## src/dsio_regs.svh

```systemverilog
// Constants for the direct-store transaction block.
`ifndef DSIO_REGS_SVH
`define DSIO_REGS_SVH
`define DSIO_XC_LOAD_REQ   8'h40
`define DSIO_XC_LOAD_IMM   8'h50
`define DSIO_XC_LOAD_LAST  8'h70
`define DSIO_XC_STORE_IMM  8'h10
`define DSIO_XC_STORE_LAST 8'h30
`define DSIO_XC_LOAD_RPLY  8'hc0
`define DSIO_XC_STORE_RPLY 8'h80
`define DSIO_MAX_BYTES     8'h80
`define DSIO_BEAT_BYTES    3'h4
`define DSIO_ZERO2         2'h0
`define DSIO_ZERO8         8'h00
`define DSIO_ZERO32        32'h0000_0000
`define DSIO_DW_MASK       3'h7
`define DSIO_DW_BYTES      4'h8
`define DSIO_ONE8          8'h01
`define DSIO_ONE3          3'h1
`endif

```

## src/dsio_pkg.sv

```systemverilog
// Types shared by the direct-store transaction block.
package dsio_pkg;
  typedef struct packed {
    logic        is_load;
    logic        user_mode;
    logic [31:0] ea;
    logic [7:0]  byte_count;
    logic [31:0] seg;
  } dsio_req_t;
  typedef struct packed {
    logic        done;
    logic        error;
    logic        mcheck;
  } dsio_done_t;
  typedef enum logic [2:0] {
    DSIO_IDLE = 3'b000,
    DSIO_REQ0 = 3'b001,
    DSIO_REQ1 = 3'b011,
    DSIO_DATA = 3'b010,
    DSIO_WAIT = 3'b110,
    DSIO_RPLY = 3'b111
  } dsio_state_t;
endpackage

```

## src/dsio_sync.sv

```systemverilog
// Two-flop synchroniser for inputs from outside the clock domain.
`timescale 1ns/1ps
`default_nettype none
module dsio_sync #(
  parameter int W = 1
) (
  input  wire logic         clk_in,
  input  wire logic         resetn_in,
  input  wire logic [W-1:0] d_in,
  output var  logic [W-1:0] q_out
);
  logic [W-1:0] s1_reg;
  always_ff @(posedge clk_in or negedge resetn_in)
  begin
    if (!resetn_in)
    begin
      s1_reg <= '0;
      q_out  <= '0;
    end
    else
    begin
      s1_reg <= d_in;
      q_out  <= s1_reg;
    end
  end
endmodule
`default_nettype wire

```

## src/dsio_core.sv

```systemverilog
// Direct-store transaction logic: packet forming, beats and reply decode.
// Contract
// - First beat drives address lines 0 and 1 low.
// - First-beat line 2 carries user or supervisor key by processor state.
// - First-beat lines 3-27 copy segment bits 3-27; 3-11 is the unit tag.
// - First-beat lines 28-31 carry the processor tag.
// - Load request second beat code carries total byte count, at most 128.
// - Immediate and last second beat code carries beat byte count 1-4.
// - Second beat address is segment bits 28-31 over EA bits 4-31.
// - Reply line 2 is error, 3-11 unit tag, 12-27 ignored.
// - Accept reply only when lines 28-31 equal the processor tag.
// - Error reply completes instruction then raises direct-store error; here done_out.error pulses one cycle before done_out.done.
// - Replies while nothing waits are ignored.
// - Check address parity on operations and replies when enabled.
// - No immediate op for at most 4 bytes not crossing 8 bytes.
// - First beat valid one cycle with strobe; acknowledge may hold second.
// - No new direct-store access once one has started its tenure.
// - Data uses upper 32 lanes only; no request before store data.
// - Transfer error defers, finishes data, ignores reply, then machine check.
// - Transfer code is type, burst, size; opcodes fixed.
// - Wait for reply before starting a new access.
`include "dsio_regs.svh"
`timescale 1ns/1ps
`default_nettype none
module dsio_core (
  input  wire logic              clk_in,
  input  wire logic              resetn_in,
  input  wire dsio_pkg::dsio_req_t req_in,
  input  wire logic              req_valid_in,
  input  wire logic [31:0]       store_data_in,
  input  wire logic [3:0]        processor_tag_in,
  input  wire logic              parity_enable_in,
  input  wire logic              addr_acknowledge_in,
  input  wire logic              transfer_error_ack_in,
  input  wire logic              data_ack_in,
  input  wire logic [31:0]       addr_in,
  input  wire logic [7:0]        ext_transfer_code_in,
  input  wire logic              ext_addr_start_strobe_in,
  input  wire logic [3:0]        addr_parity_in,
  input  wire logic [31:0]       upper_data_lanes_in,
  output var  logic              req_ready_out,
  output var  logic [31:0]       addr_out,
  output var  logic [7:0]        ext_transfer_code_out,
  output var  logic              ext_addr_start_strobe_out,
  output var  logic              addr_oe_n_out,
  output var  logic [31:0]       upper_data_lanes_out,
  output var  logic              data_oe_n_out,
  output var  logic [31:0]       load_data_out,
  output var  logic              load_data_valid_out,
  output var  dsio_pkg::dsio_done_t done_out,
  output var  logic              parity_error_out
);
  logic [31:0]         addr_s;
  logic [7:0]          code_s;
  logic                strobe_s;
  logic [3:0]          par_s;
  logic                addr_acknowledge_s;
  logic                tea_s;
  logic                ta_s;
  logic [31:0]         dh_s;
  dsio_pkg::dsio_state_t state_reg;
  dsio_pkg::dsio_req_t   req_reg;
  logic [7:0]          left_reg;
  logic [31:0]         ptr_reg;
  logic                load_sent_reg;
  logic                tea_seen_reg;
  logic [2:0]          beat_bytes;
  logic                last_beat;

  dsio_sync #(.W(80)) u_sync (
    .clk_in    (clk_in),
    .resetn_in (resetn_in),
    .d_in      ({addr_in, ext_transfer_code_in, ext_addr_start_strobe_in, addr_parity_in,
                 addr_acknowledge_in, transfer_error_ack_in, data_ack_in, upper_data_lanes_in}),
    .q_out     ({addr_s, code_s, strobe_s, par_s, addr_acknowledge_s, tea_s, ta_s, dh_s})
  );

  // Bytes that fit before the next double-word boundary, at most one lane word, capped by what is left.
  // Splitting at double words rather than words keeps short accesses to a single last operation.
  function automatic logic [2:0] beat_len(input logic [31:0] a, input logic [7:0] n);
    logic [3:0] room;
    logic [2:0] cap;
    room = `DSIO_DW_BYTES - {1'b0, a[2:0]};
    cap = (room > {1'b0, `DSIO_BEAT_BYTES}) ? `DSIO_BEAT_BYTES : room[2:0];
    beat_len = (n < {5'h00, cap}) ? n[2:0] : cap;
  endfunction

  function automatic logic par_ok(input logic [31:0] a, input logic [3:0] p);
    par_ok = (^a[31:24] ^ p[3]) & (^a[23:16] ^ p[2]) & (^a[15:8] ^ p[1]) & (^a[7:0] ^ p[0]);
  endfunction

  assign beat_bytes = beat_len(ptr_reg, left_reg);
  assign last_beat  = ({5'h00, beat_bytes} == left_reg);

  // The instruction side is stalled while an access is open.
  // single access open
  always_ff @(posedge clk_in or negedge resetn_in)
  begin
    if (!resetn_in)
      req_ready_out <= 1'b0;
    else
      req_ready_out <= (state_reg == dsio_pkg::DSIO_IDLE) && !req_valid_in;
  end

  always_ff @(posedge clk_in or negedge resetn_in)
  begin
    if (!resetn_in)
    begin
      state_reg     <= dsio_pkg::DSIO_IDLE;
      req_reg       <= '0;
      left_reg      <= `DSIO_ZERO8;
      ptr_reg       <= `DSIO_ZERO32;
      load_sent_reg <= 1'b0;
    end
    else
    begin
      case (state_reg)
        dsio_pkg::DSIO_IDLE:
          if (req_valid_in && req_ready_out)
          begin
            req_reg       <= req_in;
            left_reg      <= (req_in.byte_count > `DSIO_MAX_BYTES) ? `DSIO_MAX_BYTES : req_in.byte_count;
            ptr_reg       <= req_in.ea;
            load_sent_reg <= !req_in.is_load;
            state_reg     <= dsio_pkg::DSIO_REQ0;
          end
        dsio_pkg::DSIO_REQ0:
          state_reg <= dsio_pkg::DSIO_REQ1;
        dsio_pkg::DSIO_REQ1:
          if (addr_acknowledge_s)
          begin
            load_sent_reg <= 1'b1;
            state_reg     <= load_sent_reg ? dsio_pkg::DSIO_DATA : dsio_pkg::DSIO_REQ0;
          end
        dsio_pkg::DSIO_DATA:
          if (ta_s)
          begin
            load_sent_reg <= 1'b1;
            ptr_reg       <= ptr_reg + {29'h0, beat_bytes};
            left_reg      <= left_reg - {5'h00, beat_bytes};
            state_reg     <= last_beat ? dsio_pkg::DSIO_WAIT : dsio_pkg::DSIO_REQ0;
          end
        dsio_pkg::DSIO_WAIT:
          if (tea_seen_reg)
            state_reg <= dsio_pkg::DSIO_RPLY;
          else if (strobe_s && (code_s == `DSIO_XC_LOAD_RPLY || code_s == `DSIO_XC_STORE_RPLY)
                   && addr_s[3:0] == processor_tag_in)
            state_reg <= dsio_pkg::DSIO_RPLY;
        dsio_pkg::DSIO_RPLY:
          state_reg <= dsio_pkg::DSIO_IDLE;
        default:
          state_reg <= dsio_pkg::DSIO_IDLE;
      endcase
    end
  end

  // Address and code pins: bit 0 of the bus is the MSB of the vector.
  always_ff @(posedge clk_in or negedge resetn_in)
  begin
    if (!resetn_in)
    begin
      addr_out                  <= `DSIO_ZERO32;
      ext_transfer_code_out     <= `DSIO_ZERO8;
      ext_addr_start_strobe_out <= 1'b0;
      addr_oe_n_out             <= 1'b1;
    end
    else
    begin
      ext_addr_start_strobe_out <= 1'b0;
      addr_oe_n_out             <= 1'b1;
      if (state_reg == dsio_pkg::DSIO_REQ0)
      begin
        addr_out <= {`DSIO_ZERO2, req_reg.user_mode ? req_reg.seg[30] : req_reg.seg[29],
                     req_reg.seg[28:4], processor_tag_in};
        if (!load_sent_reg)
          ext_transfer_code_out <= `DSIO_XC_LOAD_REQ;
        else if (req_reg.is_load)
          ext_transfer_code_out <= last_beat ? `DSIO_XC_LOAD_LAST : `DSIO_XC_LOAD_IMM;
        else
          ext_transfer_code_out <= last_beat ? `DSIO_XC_STORE_LAST : `DSIO_XC_STORE_IMM;
        ext_addr_start_strobe_out <= 1'b1;
        addr_oe_n_out             <= 1'b0;
      end
      else if (state_reg == dsio_pkg::DSIO_REQ1)
      begin
        addr_out <= {req_reg.seg[3:0], ptr_reg[27:0]};
        ext_transfer_code_out <= load_sent_reg ? {5'h00, beat_bytes} : left_reg;
        addr_oe_n_out         <= 1'b0;
      end
    end
  end

  always_ff @(posedge clk_in or negedge resetn_in)
  begin
    if (!resetn_in)
    begin
      upper_data_lanes_out <= `DSIO_ZERO32;
      data_oe_n_out        <= 1'b1;
      load_data_out        <= `DSIO_ZERO32;
      load_data_valid_out  <= 1'b0;
    end
    else
    begin
      upper_data_lanes_out <= store_data_in;
      data_oe_n_out        <= !(state_reg == dsio_pkg::DSIO_DATA && !req_reg.is_load);
      load_data_valid_out  <= (state_reg == dsio_pkg::DSIO_DATA) && req_reg.is_load && ta_s;
      if ((state_reg == dsio_pkg::DSIO_DATA) && req_reg.is_load && ta_s)
        load_data_out <= dh_s;
    end
  end

  always_ff @(posedge clk_in or negedge resetn_in)
  begin
    if (!resetn_in)
      tea_seen_reg <= 1'b0;
    else if (state_reg == dsio_pkg::DSIO_IDLE)
      tea_seen_reg <= 1'b0;
    else if (tea_s && state_reg != dsio_pkg::DSIO_WAIT)
      tea_seen_reg <= 1'b1;
  end

  always_ff @(posedge clk_in or negedge resetn_in)
  begin
    if (!resetn_in)
      done_out <= '0;
    else
    begin
      done_out.done   <= (state_reg == dsio_pkg::DSIO_RPLY) && !tea_seen_reg;
      done_out.mcheck <= (state_reg == dsio_pkg::DSIO_RPLY) && tea_seen_reg;
      done_out.error  <= (state_reg == dsio_pkg::DSIO_WAIT) && !tea_seen_reg && strobe_s
                         && (code_s == `DSIO_XC_LOAD_RPLY || code_s == `DSIO_XC_STORE_RPLY)
                         && addr_s[3:0] == processor_tag_in && addr_s[29];
    end
  end

  always_ff @(posedge clk_in or negedge resetn_in)
  begin
    if (!resetn_in)
      parity_error_out <= 1'b0;
    else
      parity_error_out <= parity_enable_in && strobe_s && !par_ok(addr_s, par_s);
  end

  chk_strobe_one_cycle: assert property (@(posedge clk_in) disable iff (!resetn_in)
    ext_addr_start_strobe_out |=> !ext_addr_start_strobe_out)
    else $error("start strobe held two cycles");
  chk_first_beat_reserved: assert property (@(posedge clk_in) disable iff (!resetn_in)
    ext_addr_start_strobe_out |-> addr_out[31:30] == 2'h0)
    else $error("reserved lines driven high");
  chk_first_beat_tag: assert property (@(posedge clk_in) disable iff (!resetn_in)
    ext_addr_start_strobe_out |-> addr_out[3:0] == $past(processor_tag_in))
    else $error("sender tag wrong");
  chk_beat_count_range: assert property (@(posedge clk_in) disable iff (!resetn_in)
    ($past(state_reg) == dsio_pkg::DSIO_REQ1 && $past(load_sent_reg)) |->
      ext_transfer_code_out >= 8'h01 && ext_transfer_code_out <= 8'h04)
    else $error("beat count out of range");
  chk_total_count_cap: assert property (@(posedge clk_in) disable iff (!resetn_in)
    ($past(state_reg) == dsio_pkg::DSIO_REQ1) |-> ext_transfer_code_out <= `DSIO_MAX_BYTES)
    else $error("total count above maximum");
  chk_no_accept_busy: assert property (@(posedge clk_in) disable iff (!resetn_in)
    state_reg != dsio_pkg::DSIO_IDLE |=> !req_ready_out)
    else $error("ready while access open");
  chk_mcheck_cause: assert property (@(posedge clk_in) disable iff (!resetn_in)
    done_out.mcheck |-> $past(tea_seen_reg))
    else $error("machine check without transfer error");
  chk_done_after_wait: assert property (@(posedge clk_in) disable iff (!resetn_in)
    done_out.done |-> $past(state_reg, 2) == dsio_pkg::DSIO_WAIT)
    else $error("completion without awaited reply");
endmodule
`default_nettype wire

```

## config.mk

```make
export PLATFORM = sky130hd
export DESIGN_NAME = dsio_core
export DESIGN_NICKNAME = d
export VERILOG_FILES = /design/src/dsio_pkg.sv /design/src/dsio_sync.sv /design/src/dsio_core.sv
export VERILOG_INCLUDE_DIRS = /design/src
export SDC_FILE = /design/constraint.sdc
export NUM_CORES = 1
export LEC_CHECK = 0
export ABC_AREA = 1
export BUFFER_PORTS_ARGS = -buffer_cell sky130_fd_sc_hd__buf_2
export CELL_PAD_IN_SITES_DETAIL_PLACEMENT = 2
export CELL_PAD_IN_SITES_GLOBAL_PLACEMENT = 2
export CORE_MARGIN = 5
export CORE_UTILIZATION = 33
export CTS_CLUSTER_SIZE = 12
export DETAILED_ROUTE_END_ITERATION = 12
export GPL_TIMING_DRIVEN = 0
export PLACE_DENSITY = 0.89
export SKIP_LAST_GASP = 1
export SYNTH_ARGS = -nofsm -noshare
export SYNTH_HDL_FRONTEND = slang
export SYNTH_SLANG_ARGS = --single-unit
export TNS_END_PERCENT = 100
```

## constraint.sdc

```tcl
create_clock -name clk_in -period 4.9 [get_ports clk_in]
set_clock_uncertainty 0.15 [all_clocks]
set_input_delay 0 -clock clk_in [delete_from_list [all_inputs] [get_ports clk_in]]
set_output_delay 0 -clock clk_in [all_outputs]
set_load 0.01 [all_outputs]
```

==> results of run 1 <==
## where the power goes
group          switching, mW  internal [mW]
registers              0.683           3.52
clock network           1.43           1.80
logic                   2.71           1.28
total                   4.83           6.59
## area by class of cell
type	count	area, sq um
flip-flops and latches	345	8640
well taps	518	648
repair buffers	607	4620
clock buffers	55	1110
diodes	10	25.0
plain buffers	33	186
clock inverters	13	185
multi-input cells	750	3750
fillers	3959	19200
inverters	116	438
## metal layers
| metal | vias up | track usage [%] |
|---|---|---|
| met5 | - | 0 |
| met3 | 260 | 5.83 |
| li1 | 5276 | - |
| met1 | 6728 | 33.8 |
| met2 | 647 | 64.5 |
| met4 | 4 | 18.8 |
## cells by family (layout without fill, tap and decap cells)
logic type,count (synthesis),count (layout)
AO/OA/AOI/OAI,137,137
XOR/XNOR,19,19
adder cells (fa/ha/maj),12,12
buffers and inverters,149,824
flip-flops,345,345
multiplexers,32,32
other,0,10
AND/OR/NAND/NOR,550,550
## critical path, delay by kind of cell, from the launching register on
family | cells | cell delay, ns
adders and majority gates | 4 | 1.05
and+or+nand+nor | 7 | 0.91
xor gates and xnor gates | 1 | 0.16
AOI/OAI and AO/OA | 7 | 1.30
buffers and inverters | 3 | 0.48
DFF | 1 | 0.45
## repair_timing
action,4_1_cts,5_1_grt
endpoints found under the hold margin,311,0
setup endpoints to repair,0,5
gates resized for setup,0,1
hold buffers,305,0
## metrics by stage
stage	hold slack, ns	total power, mW	setup TNS (ns)	instances	utilization (%)
2_1_floorplan	-0.446	5.76	0	1244	-
3_3_place_gp	-0.0421	7.01	-954.39	2062	39.0
3_5_place_dp	-0.0405	7.29	0	2064	39.2
4_1_cts	0.000833	10.6	0	2437	50.4
5_1_grt	0.0600	11.8	0	2446	50.5
6_report	0.0176	11.4	0	2447	50.5
## Yosys cell counts (5+ instances only)
| cell type | number | area, sq um |
|---|---|---|
| nand2_1 | 375 | 1410 |
| dfrtp_1 | 343 | 8580 |
| inv_1 | 113 | 424 |
| nor2_1 | 69 | 259 |
| nand3_1 | 66 | 330 |
| o21ai_0 | 65 | 325 |
| mux2_2 | 26 | 293 |
| a21oi_1 | 25 | 125 |
| buf_2 | 14 | 70.1 |
| clkbuf_1 | 11 | 41.3 |
| nor3_1 | 11 | 55.1 |
| o221ai_1 | 11 | 96.3 |
| ha_1 | 10 | 125 |
| o211ai_1 | 10 | 75.1 |
| xor2_1 | 10 | 87.6 |
| or2_2 | 9 | 56.3 |
| xnor2_1 | 9 | 78.8 |
| a31oi_1 | 8 | 50.1 |
| o21bai_1 | 7 | 52.6 |
| mux2_1 | 6 | 67.6 |
| nand3b_1 | 6 | 45.0 |
| nand4_1 | 5 | 31.3 |
## path summary, 6_finish.rpt
kind                                        start           endpoint  depth (start not counted)
worst max-delay path                   ptr_reg[0]        ptr_reg[26]                         22
worst min-delay path                    resetn_in  u_sync.s1_reg[70]                          2
worst max register to register         ptr_reg[0]        ptr_reg[26]                         22
worst min register to register  u_sync.s1_reg[11]   u_sync.q_out[11]                          0
max in group asynchronous               resetn_in        req_reg[14]                          3
min in group clk_in                    req_in[24]        req_reg[24]                          4
==> results.py, run 1 <==
metrics = {
    "status": {
        "outcome": "finished clean",
    },
    "worst_setup_path": {
        "end_kind": "flip-flop",
        "cp.required_ns": 5.17,
        "slowest_delay_ns": 0.45,
        "crit_fanout": 7,
        "critPathLaunchType": "flip-flop",
        "cp_common_cell": "nand2_1",
        "cp_cell_sequence": "inv_1, ha_1, xnor2_1, a21oi_1, nand2_1, ha_1, a21oi_1, o21ai_1, o21ai_0, o21ai_0, inv_1, ha_1, fa_1, nand2_1, a21oi_2, nand3b_1, inv_1, nand2_1, nand2_1, nand3_1, nand2_1, o21ai_0",
        "setup.worst_path.class": "flip-flop to flip-flop",
        "cp_slowest_cell": "dfrtp_1",
        "worstPathArrival_ns": 4.90,
        "r2r_setup_slack_ns": 0.27,
    },
    "synthesis": {
        "yosysWarnings": 0,
        "async_flop_share_pct": 100,
        "yosys.area_share.simple_pct": 17.4,
        "synth_compound_area_share_pct": 6.13,
        "synthDistinctLibCells": 42,
        "syn_area_per_cell_sq_um": 10.5,
        "ys_seq_area_share_pct": 66.4,
        "synth_top_family_by_area": "simple AND/OR/NAND/NOR gates",
        "yosys_most_used_dff": "dfrtp_1",
        "syn_inst": 1244,
        "syn-num-nets": 1450,
        "synthXorXnorAreaFrac_pct": 1.28,
        "ys_ff_latch": 345,
        "synth_mux_area_share_pct": 2.77,
        "synthesis.area_sq_mm": 0.0130,
        "synth_fa_ha_area_share_pct": 1.27,
        "synth_edf_count": 0,
    },
    "die": {
        "ioPinCount": 307,
        "die_h_um": 209,
        "core_area_sq_mm": 0.0388,
        "num_rows": 72,
        "die_w_um": 209,
        "initial_utilization_pct": 33.5,
        "fp.dieArea_sq_mm": 0.0435,
    },
    "final_layout": {
        "final_common_cell": "nand2_1",
        "fin_area_sq_mm": 0.0196,
        "drive_gt1_share_pct": 22.4,
        "syn_to_final_growth_pct": 50.6,
        "fin_nets": 2099,
        "layout_common_cells": "375 x nand2_1, 343 x dfrtp_1, 313 x buf_2",
    },
    "global_routing": {
        "grt_pass1_vias": 15277,
        "grt-ovfl-total": 0,
        "grt_pass1_wl_um": 108000,
        "grt_max_degree": 125,
        "antenna_found_initial": 8,
        "grt_usage_pct": 33.5,
    },
    "route": {
        "wl_met3_um": 3990,
        "drt-initial-drc-count": 980,
        "wire_per_inst_um": 31.2,
        "drtAntennaViolNets": 0,
        "route.detailed.drc": 0,
        "routed.top_layer": "met5",
        "viasPerCell": 5.28,
        "route.vias.total": 12915,
        "wirelength_um": 76200,
        "dr_wl_met2_um": 41800,
        "met1Wirelength_um": 25200,
        "detail_route.first_pass.iterations": 5,
    },
    "timing": {
        "slew_headroom_pct": 31.1,
        "slew_violations": 0,
        "rsz0062_at_grt": "false",
        "period_share_pct": 94.5,
        "fin_crit_ns": 4.63,
        "max_freq_mhz": 216,
        "final-setup-viol-count": 0,
        "worstMarginPinSlew_ns": 1.03,
        "setup_slack_ns": 0.271,
        "hold_viol": 0,
    },
    "power_and_ir_drop": {
        "vdd_ir_drop_max_uv": 293,
        "powerDensity_mw_per_mm2": 583,
        "p_leak_nw": 9.57,
    },
    "clock_tree": {
        "tritoncts": "yes",
        "numCtsBuffers": 40,
        "cts_max_level": 2,
        "cts_setup_buffers": 0,
        "clk_pin_slew_worst_paths_ns": 0.08,
        "clockRootBuffer": "clkbuf_16",
        "insertion_delay_ns": 0.57,
        "cts_buffer_depth": 3,
        "clock-sinks": 345,
    },
    "placed_design": {
        "gp_congestion": 0.911,
        "dpl-instance-area_sq_mm": 0.0152,
        "place_ws_ns": 0.459,
        "dpl.hpwl_um": 36400,
        "portBuffers": 300,
    },
    "min_path": {
        "hold_class": "input pin to async pin",
    },
    "job": {
        "max-cap-violations": 0,
    },
}
(Power assumes the default switching activity.)
==> run 2, diff against run 1 <==
CORE_ASPECT_RATIO = 1.25   (was default)
==> results.py, run 2 (synthesis gave the netlist of run 1 again) <==
metrics = {
    "route": {
        "route.detailed.drc": 0,
        "wire_per_inst_um": 31.1,
        "drtAntennaViolNets": 0,
        "drt-initial-drc-count": 766,
        "detail_route.first_pass.iterations": 5,
        "viasPerCell": 5.25,
        "wirelength_um": 75100,
        "route.vias.total": 12689,
    },
    "clock_tree": {
        "clk_pin_slew_worst_paths_ns": 0.07,
        "cts_buffer_depth": 3,
        "clockRootBuffer": "clkbuf_16",
        "numCtsBuffers": 37,
        "insertion_delay_ns": 0.57,
        "tritoncts": "yes",
        "clock-sinks": 345,
        "cts_setup_buffers": 0,
        "cts_max_level": 2,
    },
    "timing": {
        "hold_viol": 0,
        "rsz0062_at_grt": "false",
        "period_share_pct": 90.9,
        "final-setup-viol-count": 0,
        "worstMarginPinSlew_ns": 0.820,
        "slew_headroom_pct": 45.3,
        "slew_violations": 0,
        "max_freq_mhz": 225,
        "fin_crit_ns": 4.45,
    },
    "die": {
        "num_rows": 81,
        "fp.dieArea_sq_mm": 0.0435,
        "initial_utilization_pct": 33.3,
        "die_w_um": 188,
        "die_h_um": 232,
        "ioPinCount": 307,
        "core_area_sq_mm": 0.0390,
    },
    "global_routing": {
        "grt_pass1_vias": 15163,
        "busiest_layer": "met2",
        "grt_max_degree": 110,
        "grtUsageMet2_pct": 64.7,
        "grt_usage_pct": 33.4,
        "grt_use_met3_pct": 6.60,
        "grt-ovfl-total": 0,
        "use_met1_pct": 31.4,
        "grt_pass1_wl_um": 106000,
        "antenna_found_initial": 12,
    },
    "worst_setup_path": {
        "setup.worst_path.class": "flip-flop to flip-flop",
        "crit_fanout": 6,
        "rr_startpoint": "ptr_reg[0]",
        "worstPathArrival_ns": 4.72,
        "critPathLaunchType": "flip-flop",
        "reg2reg_to": "ptr_reg[13]",
        "end_kind": "flip-flop",
        "worstRegToRegCells": 20,
        "cp.required_ns": 5.17,
        "r2r_setup_slack_ns": 0.45,
    },
    "power_and_ir_drop": {
        "powerDensity_mw_per_mm2": 571,
        "finalPower_mw": 11.1,
        "p_leak_nw": 9.51,
        "vdd_ir_drop_max_uv": 355,
    },
    "min_path": {
        "holdPathStages": 3,
        "worstHoldStart": "req_valid_in",
        "hold_class": "input pin to flip-flop",
        "min_to": "req_ready_out",
    },
    "final_layout": {
        "instances_no_fill": 2417,
        "fin_nets": 2093,
        "final_common_cell": "nand2_1",
        "utilization_pct": 49.8,
        "layout_common_cells": "375 x nand2_1, 343 x dfrtp_1, 313 x buf_2",
        "drive_gt1_share_pct": 22.2,
        "syn_to_final_growth_pct": 49.3,
        "filler_cell_count": 3936,
    },
    "placed_design": {
        "gp_congestion": 0.867,
        "dpl.hpwl_um": 36800,
        "portBuffers": 300,
        "dp_cells": 2045,
    },
    "job": {
        "max-cap-violations": 0,
    },
    "status": {
        "outcome": "finished clean",
    },
}
-- run 2: worst max path at each step --
| stage | from | endpoint | slack, ns | cells past startpoint |
|---|---|---|---|---|
| final | ptr_reg[0] | ptr_reg[13] | 0.45 | 20 |
| after global routing | ptr_reg[1] | ptr_reg[18] | 0.1 | 21 |
| after floorplan | ptr_reg[1] | ptr_reg[14] | 1.44 | 21 |
| after global placement | resetn_in | ext_addr_start_strobe_out | -2.73 | 1 |
| after detailed placement | ptr_reg[0] | ptr_reg[14] | 0.51 | 18 |
| after CTS | ptr_reg[0] | ptr_reg[14] | 0.48 | 18 |
-- run 2: per-layer routing --
metal | part of all wire [%] | vias to the layer above
li1 | - | 5256
met1 | 31 | 6525
met2 | 55 | 609
met3 | 5.3 | 295
met4 | 8.5 | 4
met5 | 0.028 | -
-- run 2: power by group --
group | internal (mW) | total [mW] | switching, mW
logic | 1.26 | 3.92 | 2.66
registers | 3.52 | 4.23 | 0.715
clock network | 1.56 | 2.93 | 1.37
-- run 2: what timing repair did --
item,4_1_cts,5_1_grt
resized for setup,0,1
endpoints found under the setup margin,0,1
endpoints found under the hold margin,432,3
hold buffers,298,3
-- run 2: final cells by class --
type,count,area [sq um],area share (%)
clock buffer,53,1060,5.44
antenna,12,30.0,0.155
sequential,345,8640,44.5
buffer,33,186,0.960
clock inverter,6,81.3,0.419
tap,498,623,3.21
multi-input combinational,750,3750,19.3
inverter,116,438,2.25
timing repair buffer,604,4620,23.8
-- run 2: critical path, stage by stage, from the launching register on --
cell     delay (ns)
dfrtp_1        0.44
inv_1          0.18
ha_1           0.25
xnor2_1        0.15
a21oi_1        0.14
nand2_1        0.10
ha_1           0.29
a21oi_1        0.20
o21ai_0        0.22
o21ai_0        0.46
inv_1          0.22
ha_1           0.35
nand2_1        0.07
inv_1          0.11
a21oi_1        0.14
nor2_2         0.32
nand3_1        0.16
nand2_1        0.12
nand3_1        0.08
nand2_1        0.09
o21ai_0        0.10
-- run 2: stage by stage --
step	cell area, sq um	hold slack, ns	setup WS [ns]	TNS [ns]
2_1_floorplan	13000	-0.446	1.44	0
3_3_place_gp	15100	-0.0424	-2.73	-922.43
3_5_place_dp	15200	-0.168	0.507	0
4_1_cts	19400	0.00331	0.479	0
5_1_grt	19400	0.00426	0.0994	0
6_report	19400	0.0256	0.447	0
